### config.mk
export PLATFORM = sky130hd
export DESIGN_NAME = autocal_run_control
export DESIGN_NICKNAME = d
export VERILOG_FILES = /design/src/rtl/autocal_pkg.sv /design/src/rtl/autocal_sync.sv /design/src/rtl/autocal_timer.sv /design/src/rtl/autocal_run_control.sv
export SDC_FILE = /design/constraint.sdc
export NUM_CORES = 1
export LEC_CHECK = 0
export ABC_AREA = 1
export BUFFER_PORTS_ARGS = -buffer_cell sky130_fd_sc_hd__clkbuf_2
export CORE_ASPECT_RATIO = 1.25
export CORE_MARGIN = 10
export CORE_UTILIZATION = 50
export DETAILED_ROUTE_END_ITERATION = 10
export HOLD_SLACK_MARGIN = 0.12
export PLACE_DENSITY = 0.85
export SETUP_SLACK_MARGIN = 0.05
export SYNTH_ARGS = -nofsm -noshare
export SYNTH_HDL_FRONTEND = slang
export SYNTH_SLANG_ARGS = --single-unit
### constraint.sdc
create_clock -name ref_clk_in -period 2 [get_ports ref_clk_in]
set_clock_uncertainty 0.2 [all_clocks]
set_input_delay 0.2 -clock ref_clk_in [delete_from_list [all_inputs] [get_ports ref_clk_in]]
set_output_delay 0.2 -clock ref_clk_in [all_outputs]
set_load 0.01 [all_outputs]
### src/rtl/autocal_pkg.sv
// Shared constants for the autocalibration run controller.
// Assumes a 40 MHz system clock; times are converted to cycles here.
package autocal_pkg;
  localparam int unsigned CLK_HZ            = 40000000;
  localparam int unsigned TIMEOUT_SEC       = 600;
  localparam longint unsigned TIMEOUT_CYC   = longint'(TIMEOUT_SEC) * CLK_HZ;
  // Run length in normal mode; fast mode is four times shorter
  localparam int unsigned RUN_MS_NORMAL     = 2000;
  localparam int unsigned RUN_CYC_NORMAL    = RUN_MS_NORMAL * (CLK_HZ / 1000);
  localparam int unsigned FAST_SPEEDUP      = 4;
  localparam int unsigned FAST_DRAW_RATIO   = 2;
  // Certainty in ppm; forced value on a mid-run shift
  localparam logic [31:0] ESTIMATE_CERTAINTY_SHIFT_PPM    = 32'h0000_C351;
  localparam logic [31:0] ESTIMATE_CERTAINTY_RST          = 32'hFFFF_FFFF;
  localparam logic [31:0] CC_RST            = 32'h0000_0000;
  // Config field positions
  localparam int unsigned CFG_W             = 8;
  localparam int unsigned CFG_START_BIT     = 0;
  localparam int unsigned CFG_MODE_BIT      = 1;
  localparam int unsigned CFG_CH_LSB        = 2;
  localparam int unsigned CFG_CH_MSB        = 3;
  localparam int unsigned CFG_RSV_LSB       = 4;
  // Status bit positions
  localparam int unsigned ST_CONFERR        = 0;
  localparam int unsigned ST_ABSENT         = 1;
  localparam int unsigned ST_TIMEOUT        = 2;
  localparam int unsigned ST_SHIFT          = 3;
  localparam int unsigned ST_W              = 4;
  localparam logic [ST_W-1:0] STATUS_RST    = 4'h0;
  localparam int unsigned NUM_CH            = 3;
  typedef enum logic [1:0] {
    CH_SHUNT  = 2'h0,
    CH_XFMR   = 2'h1,
    CH_VOLT   = 2'h2,
    CH_NONE   = 2'h3
  } chan_t;
  typedef enum logic {
    MODE_NORMAL = 1'b0,
    MODE_FAST   = 1'b1
  } pmode_t;
endpackage

### src/rtl/autocal_sync.sv
// Two-stage synchroniser for asynchronous pin levels.
// Assumes the destination runs on ref_clk_in.
`timescale 1ns/1ps
module autocal_sync #(
  parameter int unsigned  W       = 1,
  parameter logic [W-1:0] RST_VAL = '0
) (
  input  wire logic         ref_clk_in,
  input  wire logic         sys_rst_in,
  input  wire logic [W-1:0] async_in,
  output logic      [W-1:0] sync_out
);
  logic [W-1:0] meta_q;
  logic [W-1:0] sync_q;

  always_ff @(posedge ref_clk_in) begin
    if (sys_rst_in) begin
      meta_q <= RST_VAL;
      sync_q <= RST_VAL;
    end else begin
      meta_q <= async_in;
      sync_q <= meta_q;
    end
  end

  assign sync_out = sync_q;
endmodule

### src/rtl/autocal_timer.sv
// Loadable down counter with a one-cycle expiry pulse.
// Assumes load and run come from logic on the same clock.
`timescale 1ns/1ps
module autocal_timer #(
  parameter int unsigned W = 36
) (
  input  wire logic         ref_clk_in,
  input  wire logic         sys_rst_in,
  input  wire logic         load_in,
  input  wire logic [W-1:0] value_in,
  input  wire logic         run_in,
  output logic              expire_out
);
  logic [W-1:0] cnt_q, cnt_d;
  logic         exp_q, exp_d;

  if (W < 2) begin
    $error("timer width too small");
  end

  always_comb begin
    cnt_d = cnt_q;
    exp_d = 1'b0;
    if (load_in) begin
      cnt_d = value_in;
    end else if (run_in && cnt_q != '0) begin
      cnt_d = cnt_q - W'(1);
      exp_d = (cnt_q == W'(1));
    end
  end

  always_ff @(posedge ref_clk_in) begin
    if (sys_rst_in) begin
      cnt_q <= '0;
      exp_q <= 1'b0;
    end else begin
      cnt_q <= cnt_d;
      exp_q <= exp_d;
    end
  end

  assign expire_out = exp_q;
endmodule

### src/rtl/autocal_run_control.sv
// Autocalibration run sequencer: one channel at a time, two power modes,
// per-channel certainty and conversion constant, sticky warning flags.
// Assumes an estimator engine on the same clock supplies estimates and
// a reference-detect pin arrives asynchronously.
`timescale 1ns/1ps
// Notes on behaviour
// - Both current channels calibrate in fast or normal
// - Fast mode run ends four times sooner
// - One channel at a time, started by config write
// - A run lasts a fixed run time or ends early on a stop write
// - Certainty in ppm, smaller means more confident
// - Constant in amps or volts per code
// - Warnings held as bits of one status register
// - Invalid config at start sets config error
// - Missing reference signal sets absent flag
// - Run active beyond 600 s sets timeout
// - Mid-run constant change sets shift flag
// - Shift forces certainty above 50,000 ppm
// - Active-low interrupt output for enabled events
module autocal_run_control
  import autocal_pkg::*;
#(
  parameter int unsigned     RUN_CYCLES  = RUN_CYC_NORMAL,
  parameter longint unsigned TIMEOUT_CYC_P = TIMEOUT_CYC,
  parameter int unsigned     DATA_W      = 32
) (
  // Clock and reset
  input  wire logic              ref_clk_in,
  input  wire logic              sys_rst_in,
  // Host configuration
  input  wire logic              cfg_wr_in,
  input  wire logic [CFG_W-1:0]  cfg_data_in,
  input  wire logic              status_clr_in,
  input  wire logic [ST_W-1:0]   status_clr_mask_in,
  input  wire logic [ST_W-1:0]   irq_enable_in,
  // Estimator engine and reference-detect pin
  input  wire logic              est_valid_in,
  input  wire logic [DATA_W-1:0] est_cc_in,
  input  wire logic [DATA_W-1:0] est_estimate_certainty_in,
  input  wire logic              est_shift_in,
  input  wire logic              ref_present_pin_in,
  // Run status
  output logic                   run_active_out,
  output logic [1:0]             run_channel_out,
  output logic                   fast_mode_out,
  output logic                   run_done_out,
  output logic [ST_W-1:0]        autocal_warning_status_out,
  output logic                   irq_n_out,
  // Per-channel results
  output logic [DATA_W-1:0]      estimate_certainty_shunt_out,
  output logic [DATA_W-1:0]      estimate_certainty_xfmr_out,
  output logic [DATA_W-1:0]      estimate_certainty_volt_out,
  output logic [DATA_W-1:0]      cc_shunt_out,
  output logic [DATA_W-1:0]      cc_xfmr_out,
  output logic [DATA_W-1:0]      cc_volt_out
);
  localparam int unsigned TW = 36;

  // Elaboration checks: timers and result words cannot serve these
  if (RUN_CYCLES < FAST_SPEEDUP) begin
    $error("run length too short");
  end
  if (TIMEOUT_CYC_P < 1 || TIMEOUT_CYC_P >= (64'h1 << TW)) begin
    $error("timeout does not fit the watchdog counter");
  end
  if (DATA_W < 16 || DATA_W > 32) begin
    $error("result width out of range");
  end

  typedef enum logic [1:0] {
    ST_IDLE,
    ST_RUN,
    ST_DONE
  } run_state_t;

  function automatic logic cfg_valid(input logic [CFG_W-1:0] c);
    logic [1:0] ch;
    ch = c[CFG_CH_MSB:CFG_CH_LSB];
    // Fast mode only exists for the current channels
    cfg_valid = (c[CFG_W-1:CFG_RSV_LSB] == '0) && (ch != CH_NONE) &&
                !(c[CFG_MODE_BIT] && ch == CH_VOLT);
  endfunction

  logic ref_present;
  // Resets to present so a run started right after reset sees no false absence
  autocal_sync #(.W(1), .RST_VAL(1'b1)) u_sync (
    .ref_clk_in (ref_clk_in),
    .sys_rst_in (sys_rst_in),
    .async_in   (ref_present_pin_in),
    .sync_out   (ref_present)
  );

  run_state_t         state_q, state_d;
  logic [1:0]         ch_q, ch_d;
  logic               fast_q, fast_d;
  logic               active_q, active_d;
  logic               done_q, done_d;
  logic [ST_W-1:0]    stat_q, stat_d;
  logic [ST_W-1:0]    flag_set;
  logic               irq_n_q, irq_n_d;
  logic [DATA_W-1:0]  cc_last_q, cc_last_d;
  logic               cc_seen_q, cc_seen_d;
  logic               shifted_q, shifted_d;
  logic [DATA_W-1:0]  estimate_certainty_acc_q, estimate_certainty_acc_d;
  logic [DATA_W-1:0]  estimate_certainty_q [NUM_CH];
  logic [DATA_W-1:0]  estimate_certainty_d [NUM_CH];
  logic [DATA_W-1:0]  cc_q [NUM_CH];
  logic [DATA_W-1:0]  cc_d [NUM_CH];

  logic               run_load, run_exp, to_exp;
  logic [TW-1:0]      run_len;
  logic               start_ok, start_req, stop_req;

  assign start_req = cfg_wr_in && cfg_data_in[CFG_START_BIT];
  assign stop_req  = cfg_wr_in && !cfg_data_in[CFG_START_BIT];
  assign start_ok  = start_req && cfg_valid(cfg_data_in);
  assign run_load  = start_ok && state_q != ST_RUN;
  assign run_len   = cfg_data_in[CFG_MODE_BIT]
                   ? TW'(RUN_CYCLES / FAST_SPEEDUP)
                   : TW'(RUN_CYCLES);

  autocal_timer #(.W(TW)) u_run_timer (
    .ref_clk_in (ref_clk_in),
    .sys_rst_in (sys_rst_in),
    .load_in    (run_load),
    .value_in   (run_len),
    .run_in     (state_q == ST_RUN),
    .expire_out (run_exp)
  );

  // Watchdog counts only while the sequencer is in ST_RUN, reloaded with the run timer on each start
  autocal_timer #(.W(TW)) u_timeout (
    .ref_clk_in (ref_clk_in),
    .sys_rst_in (sys_rst_in),
    .load_in    (run_load),
    .value_in   (TW'(TIMEOUT_CYC_P)),
    .run_in     (state_q == ST_RUN),
    .expire_out (to_exp)
  );

  // Run sequencer: state, settings of the run and the events it raises
  always_comb begin
    state_d  = state_q;
    ch_d     = ch_q;
    fast_d   = fast_q;
    done_d   = 1'b0;
    flag_set = '0;
    if (start_req && !cfg_valid(cfg_data_in)) begin
      flag_set[ST_CONFERR] = 1'b1;
    end
    // A start while running is refused: one channel at a time
    if (start_req && state_q == ST_RUN) begin
      flag_set[ST_CONFERR] = 1'b1;
    end
    case (state_q)
      ST_IDLE, ST_DONE: begin
        state_d = ST_IDLE;
        if (start_ok) begin
          state_d = ST_RUN;
          ch_d    = cfg_data_in[CFG_CH_MSB:CFG_CH_LSB];
          fast_d  = cfg_data_in[CFG_MODE_BIT];
        end
      end
      ST_RUN: begin
        if (!ref_present) begin
          flag_set[ST_ABSENT] = 1'b1;
        end
        if (est_valid_in &&
            (est_shift_in || (cc_seen_q && est_cc_in != cc_last_q))) begin
          flag_set[ST_SHIFT] = 1'b1;
        end
        if (to_exp) begin
          flag_set[ST_TIMEOUT] = 1'b1;
        end
        // Stop beats a same-cycle expiry, so an aborted run posts nothing
        if (stop_req) begin
          state_d = ST_IDLE;
        end else if (run_exp) begin
          state_d = ST_DONE;
          done_d  = 1'b1;
        end
      end
      default: begin
        state_d = ST_IDLE;
      end
    endcase
    active_d = (state_d == ST_RUN);
  end

  always_ff @(posedge ref_clk_in) begin
    if (sys_rst_in) begin
      state_q  <= ST_IDLE;
      ch_q     <= 2'h0;
      fast_q   <= 1'b0;
      active_q <= 1'b0;
      done_q   <= 1'b0;
    end else begin
      state_q  <= state_d;
      ch_q     <= ch_d;
      fast_q   <= fast_d;
      active_q <= active_d;
      done_q   <= done_d;
    end
  end

  // Estimate tracking within the current run
  always_comb begin
    cc_last_d  = cc_last_q;
    cc_seen_d  = cc_seen_q;
    shifted_d  = shifted_q;
    estimate_certainty_acc_d = estimate_certainty_acc_q;
    if (run_load) begin
      // Nothing from an earlier run may leak into this one
      cc_last_d  = DATA_W'(CC_RST);
      cc_seen_d  = 1'b0;
      shifted_d  = 1'b0;
      estimate_certainty_acc_d = DATA_W'(ESTIMATE_CERTAINTY_RST);
    end else if (state_q == ST_RUN && est_valid_in) begin
      estimate_certainty_acc_d = est_estimate_certainty_in;
      cc_last_d  = est_cc_in;
      cc_seen_d  = 1'b1;
      if (flag_set[ST_SHIFT]) begin
        shifted_d = 1'b1;
      end
    end
  end

  always_ff @(posedge ref_clk_in) begin
    if (sys_rst_in) begin
      cc_last_q  <= DATA_W'(CC_RST);
      cc_seen_q  <= 1'b0;
      shifted_q  <= 1'b0;
      estimate_certainty_acc_q <= DATA_W'(ESTIMATE_CERTAINTY_RST);
    end else begin
      cc_last_q  <= cc_last_d;
      cc_seen_q  <= cc_seen_d;
      shifted_q  <= shifted_d;
      estimate_certainty_acc_q <= estimate_certainty_acc_d;
    end
  end

  // Results move only when a run of their own channel completes
  always_comb begin
    estimate_certainty_d = estimate_certainty_q;
    cc_d   = cc_q;
    if (done_d) begin
      cc_d[ch_q] = cc_last_q;
      // A shifted run reports a poor certainty
      estimate_certainty_d[ch_q] = shifted_q ? DATA_W'(ESTIMATE_CERTAINTY_SHIFT_PPM) : estimate_certainty_acc_q;
    end
  end

  always_ff @(posedge ref_clk_in) begin
    if (sys_rst_in) begin
      for (int i = 0; i < NUM_CH; i++) begin
        estimate_certainty_q[i] <= DATA_W'(ESTIMATE_CERTAINTY_RST);
        cc_q[i]   <= DATA_W'(CC_RST);
      end
    end else begin
      estimate_certainty_q <= estimate_certainty_d;
      cc_q   <= cc_d;
    end
  end

  // Warning flags and interrupt level
  always_comb begin
    // Hardware set wins over a same-cycle clear
    stat_d  = (stat_q & ~(status_clr_in ? status_clr_mask_in : '0)) | flag_set;
    irq_n_d = !(|(stat_d & irq_enable_in));
  end

  always_ff @(posedge ref_clk_in) begin
    if (sys_rst_in) begin
      stat_q  <= STATUS_RST;
      irq_n_q <= 1'b1;
    end else begin
      stat_q  <= stat_d;
      irq_n_q <= irq_n_d;
    end
  end

  assign run_active_out             = active_q;
  assign run_channel_out            = ch_q;
  assign fast_mode_out              = fast_q;
  assign run_done_out               = done_q;
  assign autocal_warning_status_out = stat_q;
  assign irq_n_out                  = irq_n_q;
  assign estimate_certainty_shunt_out             = estimate_certainty_q[CH_SHUNT];
  assign estimate_certainty_xfmr_out              = estimate_certainty_q[CH_XFMR];
  assign estimate_certainty_volt_out              = estimate_certainty_q[CH_VOLT];
  assign cc_shunt_out               = cc_q[CH_SHUNT];
  assign cc_xfmr_out                = cc_q[CH_XFMR];
  assign cc_volt_out                = cc_q[CH_VOLT];
endmodule

**Yosys cells after proc, flatten, opt, wreduce, memory -nomap -nowiden**

Index checks and enable logic that the tools add are counted.
W data, S select, Z words.

- Register bits after elaboration: 346
- Output and inout bits: 202
- Logic and storage cells: 101

- Add/sub/neg operators: 2
- Magnitude comparators: 2
- Equality and inequality tests: 9
- Multiplexer cells: 24
- Bitwise logic cells: 7
- Reduce and logical (&&, ||, !) cells: 33

Operators with widths:

| operator | count |
|---|---|
| $bwmux W96 | 2 |
| $eq A36 B1 Y1 const B | 2 |
| $mux W36 | 2 |
| $reduce_bool A36 Y1 | 2 |
| $sub A36 B1 Y36 const B | 2 |
| $mux W35 | 2 |
| $demux W32 S2 | 1 |
| $mux W32 | 2 |
| $ne A32 B32 Y1 | 1 |
| $mux W27 | 1 |
| $logic_and A1 B1 Y1 | 15 |
| $mux W1 | 9 |
| $and A4 B4 Y4 | 2 |
| $reduce_or A3 Y1 | 2 |
| $eq A2 B1 Y1 const B | 2 |
| $eq A2 B2 Y1 const B | 2 |
| $logic_not A1 Y1 | 4 |
| $logic_not A4 Y1 | 1 |
| $mux W2 | 2 |
| $mux W4 | 1 |
| $not A4 Y4 | 1 |
| $or A4 B4 Y4 | 1 |
| $pmux W2 S2 | 1 |
| $reduce_and A2 Y1 | 2 |
| 12 further kinds | 15 |

**Depth between registers and ports, before layout**

Gate-level depths: netlist (run 1).

- Depth in word-level cells: 12
- Depth in mapped cells: 15
- Mapped depth without buffers: 15

**Hierarchy**

A second synthesis (run 1) with hierarchy kept.

- Cell total of the unflattened synthesis: 2,318
- Area total of the unflattened synthesis: 15,686.3 µm²

By module, submodules not included:

| module | times used | cells an instance | area an instance (µm²) |
|---|---|---|---|
| autocal_run_control | 1 | 1,306 | 10,010.9 |
| autocal_timer (u_run_timer) | 1 | 506 | 2,816.5 |
| autocal_timer (u_timeout) | 1 | 499 | 2,800.2 |
| autocal_sync | 1 | 7 | 58.8 |

**Worst setup path after synthesis (run 1)**

OpenSTA, ideal clock, no wires.

- Path kind: register to register
- Start: register u_run_timer.cnt_q[0]
- End: register u_run_timer.cnt_q[30]
- Library setup time: 0.064 ns
- Data arrival time: 1.673 ns
- Setup slack: 0.063 ns
- Cell stages (with the launch flop): 11
- Path buffers: 0
- Clock period less this slack: 1.937 ns
- Cells stage by stage: dfxtp_1 inv_1 ha_1 nand3_1 nor2_2 nand3b_1 nor3_2 nand2_2 o21ai_0 nand2_1 nor2_1

- Word-level cells in the longest chain between the ends: 3
- Elaborated cells on any way between the ends: 6
- Classes of those cells: 1 x add/sub; 2 x mux; 3 x reduce/logical

RTL lines:

| what | RTL line | source |
|---|---|---|
| start, declared | autocal_timer.sv:14 | `logic [W-1:0] cnt_q, cnt_d;` |
| start signal, assigned | autocal_timer.sv:37 | `cnt_q <= cnt_d;` |
| $sub A36 B1 Y36 or $reduce_bool A36 Y1 (tied branches) | autocal_timer.sv:27, autocal_timer.sv:26 |  |
| $mux W36 or $logic_and A1 B1 Y1 (tied branches) | autocal_timer.sv:26 | `end else if (run_in && cnt_q != '0) begin` |
| $mux W36 or $reduce_bool A2 Y1 (tied branches) | - |  |

Several ways; a longest one is shown, not always the timed one. The select of a mux whose other input is x is not followed.
A chain may end at the register's enable or synchronous reset.

**Worst setup path after layout (run 1)**

- Start: register state_q[0]
- End: register cc_q, in the netlist cc_volt_out[6]

- Word-level cells in the longest chain between the ends: 2

RTL lines:

| what | RTL line | source |
|---|---|---|
| start, declared | autocal_run_control.sv:93 | `run_state_t state_q, state_d;` |
| start signal, assigned | autocal_run_control.sv:198 | `state_q <= state_d;` |
| $eq A2 B1 Y1 | autocal_run_control.sv:155 | `case (state_q)` |
| $mux W1 | autocal_run_control.sv:155 |  |
| end signal, assigned by index | autocal_run_control.sv:257 | `cc_q[i] <= DATA_W'(CC_RST);` |
| end, declared | autocal_run_control.sv:107 | `logic [DATA_W-1:0] cc_q [NUM_CH];` |

No other way between the ends.

==> impl_summary.log, run 1 <==
INFO  metric run_status = finished, violations left
INFO  metric failing_checks = setup timing
INFO  metric post_route_cells_drive_above_1_share = 33.94%
INFO  metric routed_via_density = 5.913
INFO  metric syn_area_per_cell = 7.273 µm²
INFO  metric max-cap-violations = 0
INFO  metric p_leak = 10.05 nW
INFO  metric worst_ep_required_time = 2.26 ns
INFO  metric place.port_buffers = 288
INFO  metric maxUsedRoutingLayer = met5
INFO  metric gpl.final_weighted_congestion = 0.9619
INFO  metric cts_buffers = 35
INFO  metric worst_skew_pair.late_latency = 0.54 ns
INFO  metric ys_seq_area_share = 48.34%
INFO  metric antenna_left = 0
INFO  metric fin_cells = 2843
INFO  metric worstSetupStartpoint = state_q[0]
INFO  metric postLayoutCellArea = 21200 µm²
INFO  metric cts_tree = done
INFO  metric criticalPathCategory = register to register
INFO  metric synth_top_area_share = 48.34%
INFO  metric unrepaired_setup_endpoints_after_global_routing = true
INFO  metric grt_antenna_before_repair = 2
INFO  metric yosys_warnings = 0
INFO  metric routedWlPerCell = 21.99 µm
INFO  metric layout_commonest_cell = nand2_1
INFO  metric critical_path.reg2reg.startpoint = state_q[0]
INFO  metric finalSetupViolCount = 87
INFO  metric route.met2.wl = 29220 µm
INFO  metric dieHeight = 209.3 µm
INFO  metric final.setup.worst_slack = -0.1411 ns
INFO  metric detail_route.drc_violations = 0
INFO  metric place_ws = -0.06774 ns
INFO  metric global_route.overflow_total = 0
INFO  metric netlist_top_cells_area = dfxtp_1, nand2_1, nor2_1
INFO  metric initial_utilization = 50.60%
INFO  metric area_delta_synth_final = 47.95%
INFO  metric worstPathArrival = 2.40 ns
INFO  metric slew_at_the_pin_with_the_worst_max_slew_slack = 0.4775 ns
INFO  metric syn-cell-area = 14330 µm²
INFO  metric coreArea = 28320 µm²
INFO  metric postPlaceCellArea = 16710 µm²
INFO  metric grt_usage = 26.91%
INFO  metric layout.nets = 2556
INFO  metric final_cell_mix = nand2_1, dfxtp_1, clkbuf_2, nor2_1, buf_4
INFO  metric crit_path_max_fanout = 7
INFO  metric grt_pass1_vias = 15420
INFO  metric kind_of_cell_adding_the_most_delay_to_the_critical_path = buffers and inverters
INFO  metric met3RoutedLength = 7003 µm
INFO  metric number_of_synthesized_register_bits = 346
INFO  metric place.detailed.instances = 2618
INFO  metric die_width = 171.4 µm
INFO  metric cts.htree.levels = 2
INFO  metric drt_pre_antenna_iters = 10
INFO  metric critical_path.startpoint_type = register
INFO  metric dp_hpwl = 32870 µm
INFO  metric synth_fp_nets = 2063
INFO  metric route.layer.met1.wl = 20710 µm
INFO  metric crit_path_end_kind = register
INFO  metric finalCritPeriodShare = 107.1%
INFO  metric timing.critical_path.cells = inv_2 -> nor2_4 -> inv_2 -> nor3b_2 -> inv_2 -> nor3_4 -> buf_12 -> buf_8 -> clkbuf_16 -> o21ai_2 -> nor2_1
INFO  metric grt_first_pass_wirelength = 78800 µm
INFO  metric maxSlewViolCount = 0
INFO  metric cts.path.max_buffers = 3
INFO  metric slowest_library_cell_on_the_worst_path = dfxtp_2
INFO  metric wl = 62520 µm
INFO  metric hold_violations = 0
INFO  metric worst_ir_drop_vdd = 0.6681 mV
INFO  metric power.total = 14.72 mW
INFO  metric timing.setup.tns = -2.868 ns
INFO  metric dr_total_vias = 16810
INFO  metric grt_start_max_net_pins = 94
INFO  metric syn-instance-count = 1970
INFO  metric cp_num_buf_inv = 6
INFO  metric r2r-end = cc_volt_out[6]
INFO  metric floorplan.die_area = 35870 µm²
INFO  metric timing.final.crit_period = 2.141 ns
INFO  metric crit_path_frequent_cell = inv_2
INFO  metric reg2reg_depth = 11
INFO  metric worst_hold_path_type = input pin to register
INFO  metric boundaryPins = 289
INFO  metric maxSlewHeadroom = 67.87%
INFO  metric synth_cell_types = 36
INFO  metric clock_tree.root_cell = clkbuf_16
INFO  metric max_clock_freq = 467.1 MHz
INFO  metric drt_iter0_drc = 2176
INFO  metric rrSetupSlack = -0.14 ns
INFO  metric cp-endpoint = cc_volt_out[6]
INFO  metric placement_rows = 69
INFO  metric area_leader_netlist = dfxtp_1
INFO  metric fill_cells = 1669
INFO  metric path_depth = 11
INFO  metric cts_sinks = 346
INFO  metric power_per_unit_of_standard_cell_area = 694.6 nW/µm²
INFO  metric crit_path_max_incr_delay = 0.32 ns
INFO  metric cts.clk_slew.worst_paths = 0.06 ns
## how the worst min path moves through the flow
stage / startpoint / cells past startpoint / slack (ns) / endpoint
CTS: cfg_data_in[6] / 6 / 0.14 / state_q[0]
global placement: ref_present_pin_in / 2 / 0.22 / u_sync.meta_q
detailed placement: ref_present_pin_in / 2 / 0.23 / u_sync.meta_q
global route: cfg_data_in[7] / 6 / 0.18 / state_q[0]
floorplan: ref_present_pin_in / 1 / 0.10 / u_sync.meta_q
finish: cfg_data_in[6] / 7 / 0.1 / autocal_warning_status_out[0]
## synth_stat cells
| master | instances |
|---|---|
| o22ai_1 | 1 |
| buf_1 | 2 |
| o21ai_0 | 118 |
| buf_4 | 7 |
| o21ai_1 | 24 |
| and2_1 | 2 |
| nor3_2 | 6 |
| nand4_1 | 20 |
| nand3_1 | 134 |
| nor2_2 | 14 |
| nor3_1 | 14 |
| a31oi_1 | 6 |
| or2_2 | 5 |
| xnor2_1 | 30 |
| nor2_4 | 2 |
| inv_1 | 127 |
| ha_1 | 6 |
| nand4_2 | 1 |
| nand2_2 | 4 |
| nor3b_2 | 1 |
| nor4_1 | 2 |
| nand3b_1 | 7 |
| nand2_4 | 2 |
| xor2_1 | 15 |
| inv_2 | 10 |
| and3_1 | 1 |
| a21oi_1 | 116 |
| buf_2 | 42 |
| buf_6 | 5 |
| dfxtp_1 | 346 |
| nor2_1 | 308 |
| clkbuf_1 | 45 |
| and2_4 | 1 |
| nand2_1 | 506 |
| o21a_1 | 7 |
| o211ai_1 | 33 |
## per-layer routing
layer / vias to the layer above / global-route usage, %
met4: 2 / 16.52
li1: 7337 / -
met5: - / 0
met1: 7754 / 29.40
met3: 432 / 5.671
met2: 1286 / 46.54
## sequential cells by signal, summed over array words and instances, names as in the netlist, 2 cells and up
register                      cells
estimate_certainty_volt_out      32
cc_last_q                        32
autocal_warning_status_out        4
cc_shunt_out                     32
estimate_certainty_acc_q         32
run_channel_out                   2
cc_xfmr_out                      32
estimate_certainty_shunt_out     32
estimate_certainty_xfmr_out      32
cc_volt_out                      32
u_run_timer.cnt_q                36
state_q                           2
u_timeout.cnt_q                  36
## power by group
| group | switching (mW) | internal, mW |
|---|---|---|
| clock network | 2.94 | 3.81 |
| registers | 0.0210 | 6.91 |
| logic | 0.585 | 0.467 |
## worst min-delay path, stage by stage
cell	delay [ns]
clkbuf_2	0.07
nor2_1	0.04
nand3_2	0.09
nor2_1	0.05
nor2_2	0.15
a21oi_1	0.08
nor2_1	0.09
## area by class of cell
class                   instances  area [µm²]  share of cell area (%)
multi-input cells            1388        7538                   35.56
clock inverters                11       163.9                  0.7732
inverters                     137       578.1                   2.727
clock buffers                  50        1002                   4.728
flip-flops and latches        346        6982                   32.93
diodes                          1       2.502                 0.01180
repair buffers                555        4488                   21.17
well taps                     355       444.2                   2.095
## per-stage QoR
step                      hold WS [ns]  utilization (%)
after floorplan                 0.1038                -
after CTS                       0.1379            66.98
after detailed placement        0.2269            59.02
after global routing            0.1783            74.86
after global placement          0.2153            59.02
final                          0.09825            74.86
## kinds of logic after synthesis
group	after synthesis	share of synthesized area [%]
and+or+nand+nor	1030	29.92
xor gates and xnor gates	45	2.751
DFF	346	48.34
adders and majority gates	6	0.5239
buffers and inverters	238	7.047
AOI/OAI and AO/OA	305	11.41
## what timing repair did
item,in CTS,in global routing
gates cloned,2,30
hold buffers,86,0
gates resized for setup,36,426
hold endpoints to repair,264,0
setup buffers,9,37
pin swaps,16,94
setup endpoints to repair,34,283
Power figures use the tool's default switching activity.
==> inputs of run 2 (changes only) <==
Settings changed: PLACE_DENSITY 0.85 to 0.8.
==> run 2 against run 1 <==
The run still ends with setup timing left. Maximum frequency is 5.1% higher. Die area did not move. Sequential cell count did not move. Final area is 2.8% lower. Register-to-register slack improved by 0.10 ns. Power up 2.7%. Worst hold slack lost 0.032 ns. Largest power group is now the clock network.
==> impl_summary.log, run 2 (synthesized netlist as in run 1, its figures left out) <==
INFO  metric antenna_left = 0
INFO  metric finalSetupViolCount = 6
INFO  metric fin_cells = 2845
INFO  metric critical_path.startpoint_type = register
INFO  metric routed_via_density = 5.716
INFO  metric p_leak = 10.02 nW
INFO  metric maxSlewViolCount = 0
INFO  metric run_status = finished, violations left
INFO  metric initial_utilization = 50.60%
INFO  metric layout.core_utilization = 72.76%
INFO  metric grt_start_max_net_pins = 111
INFO  metric coreArea = 28320 µm²
INFO  metric hold_violations = 0
INFO  metric drt_pre_antenna_iters = 6
INFO  metric place.detailed.instances = 2639
INFO  metric layout.nets = 2554
INFO  metric wl = 57160 µm
INFO  metric cts.htree.levels = 2
INFO  metric cts_tree = done
INFO  metric grt_antenna_before_repair = 2
INFO  metric worst_ir_drop_vdd = 0.6932 mV
INFO  metric global_route.overflow_total = 0
INFO  metric holdCritStartpoint = cfg_wr_in
INFO  metric worst_hold_path_type = input pin to register
INFO  metric timing.hold.ws = 0.06617 ns
INFO  metric slew_at_the_pin_with_the_worst_max_slew_slack = 0.5970 ns
INFO  metric dieHeight = 209.3 µm
INFO  metric place_ws = -0.1269 ns
INFO  metric r2r-end = estimate_certainty_xfmr_out[31]
INFO  metric grt_pass1_vias = 15170
INFO  metric postPlaceCellArea = 16880 µm²
INFO  metric reg2reg_depth = 10
INFO  metric cts.clk_slew.worst_paths = 0.07 ns
INFO  metric failing_checks = setup timing
INFO  metric layout_commonest_cell = nand2_1
INFO  metric biggestRegsByFlops = u_run_timer.cnt_q: 36 flops, u_timeout.cnt_q: 36 flops
INFO  metric dp_hpwl = 32760 µm
INFO  metric cts.path.max_buffers = 3
INFO  metric timing.final.crit_period = 2.038 ns
INFO  metric cts_buffers = 35
INFO  metric max_clock_freq = 490.7 MHz
INFO  metric cts_sinks = 346
INFO  metric maxSlewHeadroom = 60.20%
INFO  metric detail_route.drc_violations = 0
INFO  metric dr_total_vias = 16260
INFO  metric whs_endpoint = autocal_warning_status_out[0]
INFO  metric crit_path_end_kind = register
INFO  metric grt_usage = 26.83%
INFO  metric rrSetupSlack = -0.04 ns
INFO  metric worst_skew_pair.late_latency = 0.53 ns
INFO  metric place.port_buffers = 288
INFO  metric power_per_unit_of_standard_cell_area = 734.2 nW/µm²
INFO  metric worstPathArrival = 2.30 ns
INFO  metric min_path_cells = 5
INFO  metric finalCritPeriodShare = 101.9%
INFO  metric unrepaired_setup_endpoints_after_global_routing = true
INFO  metric postLayoutCellArea = 20600 µm²
INFO  metric die_width = 171.4 µm
INFO  metric final.setup.worst_slack = -0.03777 ns
INFO  metric grt_first_pass_wirelength = 78520 µm
INFO  metric worst_ep_required_time = 2.26 ns
INFO  metric max-cap-violations = 0
INFO  metric final_cell_mix = nand2_1, dfxtp_1, clkbuf_2, nor2_1, buf_4
INFO  metric crit_path_max_fanout = 25
INFO  metric gpl.final_weighted_congestion = 0.9337
INFO  metric post_route_cells_drive_above_1_share = 30.04%
INFO  metric boundaryPins = 289
INFO  metric clock_tree.root_cell = clkbuf_16
INFO  metric area_delta_synth_final = 43.79%
INFO  metric routedWlPerCell = 20.09 µm
INFO  metric placement_rows = 69
INFO  metric drt_iter0_drc = 1622
INFO  metric fill_cells = 1885
INFO  metric critical_path.reg2reg.startpoint = state_q[0]
INFO  metric criticalPathCategory = register to register
INFO  metric floorplan.die_area = 35870 µm²
[run 2: layout make-up]
cell class / count / area (µm²) / share of cell area, %
Antenna cell: 3 / 7.507 / 0.03644
Clock buffer: 46 / 1018 / 4.943
Clock inverter: 17 / 242.7 / 1.178
Inverter: 137 / 548.0 / 2.660
Multi-Input combinational cell: 1386 / 7018 / 34.06
Sequential cell: 346 / 6968 / 33.82
Tap cell: 355 / 444.2 / 2.156
Timing Repair Buffer: 554 / 4349 / 21.11
Timing Repair inverter: 1 / 7.507 / 0.03644
[run 2: stage by stage]
step / power (mW) / setup TNS [ns]
floorplan: 7.498 / 0
global placement: 7.822 / -7.325
detailed placement: 7.829 / -3.365
CTS: 14.98 / 0
global route: 15.46 / -4.432
finish: 15.13 / -0.08610
[run 2: worst max path at each step]
stage | start | to | slack (ns) | cells after the start
finish | state_q[0] | estimate_certainty_xfmr_out[31] | -0.04 | 10
global route | u_run_timer.cnt_q[8] | u_run_timer.cnt_q[29] | -0.12 | 12
CTS | state_q[0] | cc_volt_out[27] | 0.02 | 10
detailed placement | cfg_data_in[1] | u_timeout.cnt_q[1] | -0.13 | 10
global placement | cfg_data_in[1] | u_timeout.cnt_q[4] | -0.18 | 10
floorplan | u_run_timer.cnt_q[0] | u_run_timer.cnt_q[30] | 0.06 | 10
[run 2: critical path, cell delays in order (launching register included)]
cell and delay, ns:
dfxtp_2 0.32, inv_2 0.05, nor2_4 0.11, inv_2 0.06, nor3b_2 0.21, inv_2 0.12, nor3_4 0.17, buf_12 0.18
bufbuf_16 0.34, nand2_1 0.11, nand3_1 0.11
[run 2: routing by layer]
layer	vias to the layer above	share of wire [%]	GRT usage (%)
met5	-	0	0
met4	0	6.8	14.81
met3	317	11	5.577
met2	1172	48	46.35
met1	7456	35	30.04
li1	7318	-	-
[run 2: report_power, final]
| group | switching [mW] | internal [mW] | leakage [nW] | total [mW] |
|---|---|---|---|---|
| Clock | 2.91 | 4.27 | 0.616 | 7.18 |
| Sequential | 0.0198 | 6.91 | 2.81 | 6.93 |
| Combinational | 0.559 | 0.464 | 6.59 | 1.02 |
[run 2: what timing repair did]
item,4_1_cts,5_1_grt
setup buffers,10,22
hold buffers,86,0
pin swaps,13,63
setup endpoints to repair,80,293
gates resized for setup,33,247
gates cloned,3,21
endpoints found under the hold margin,252,0
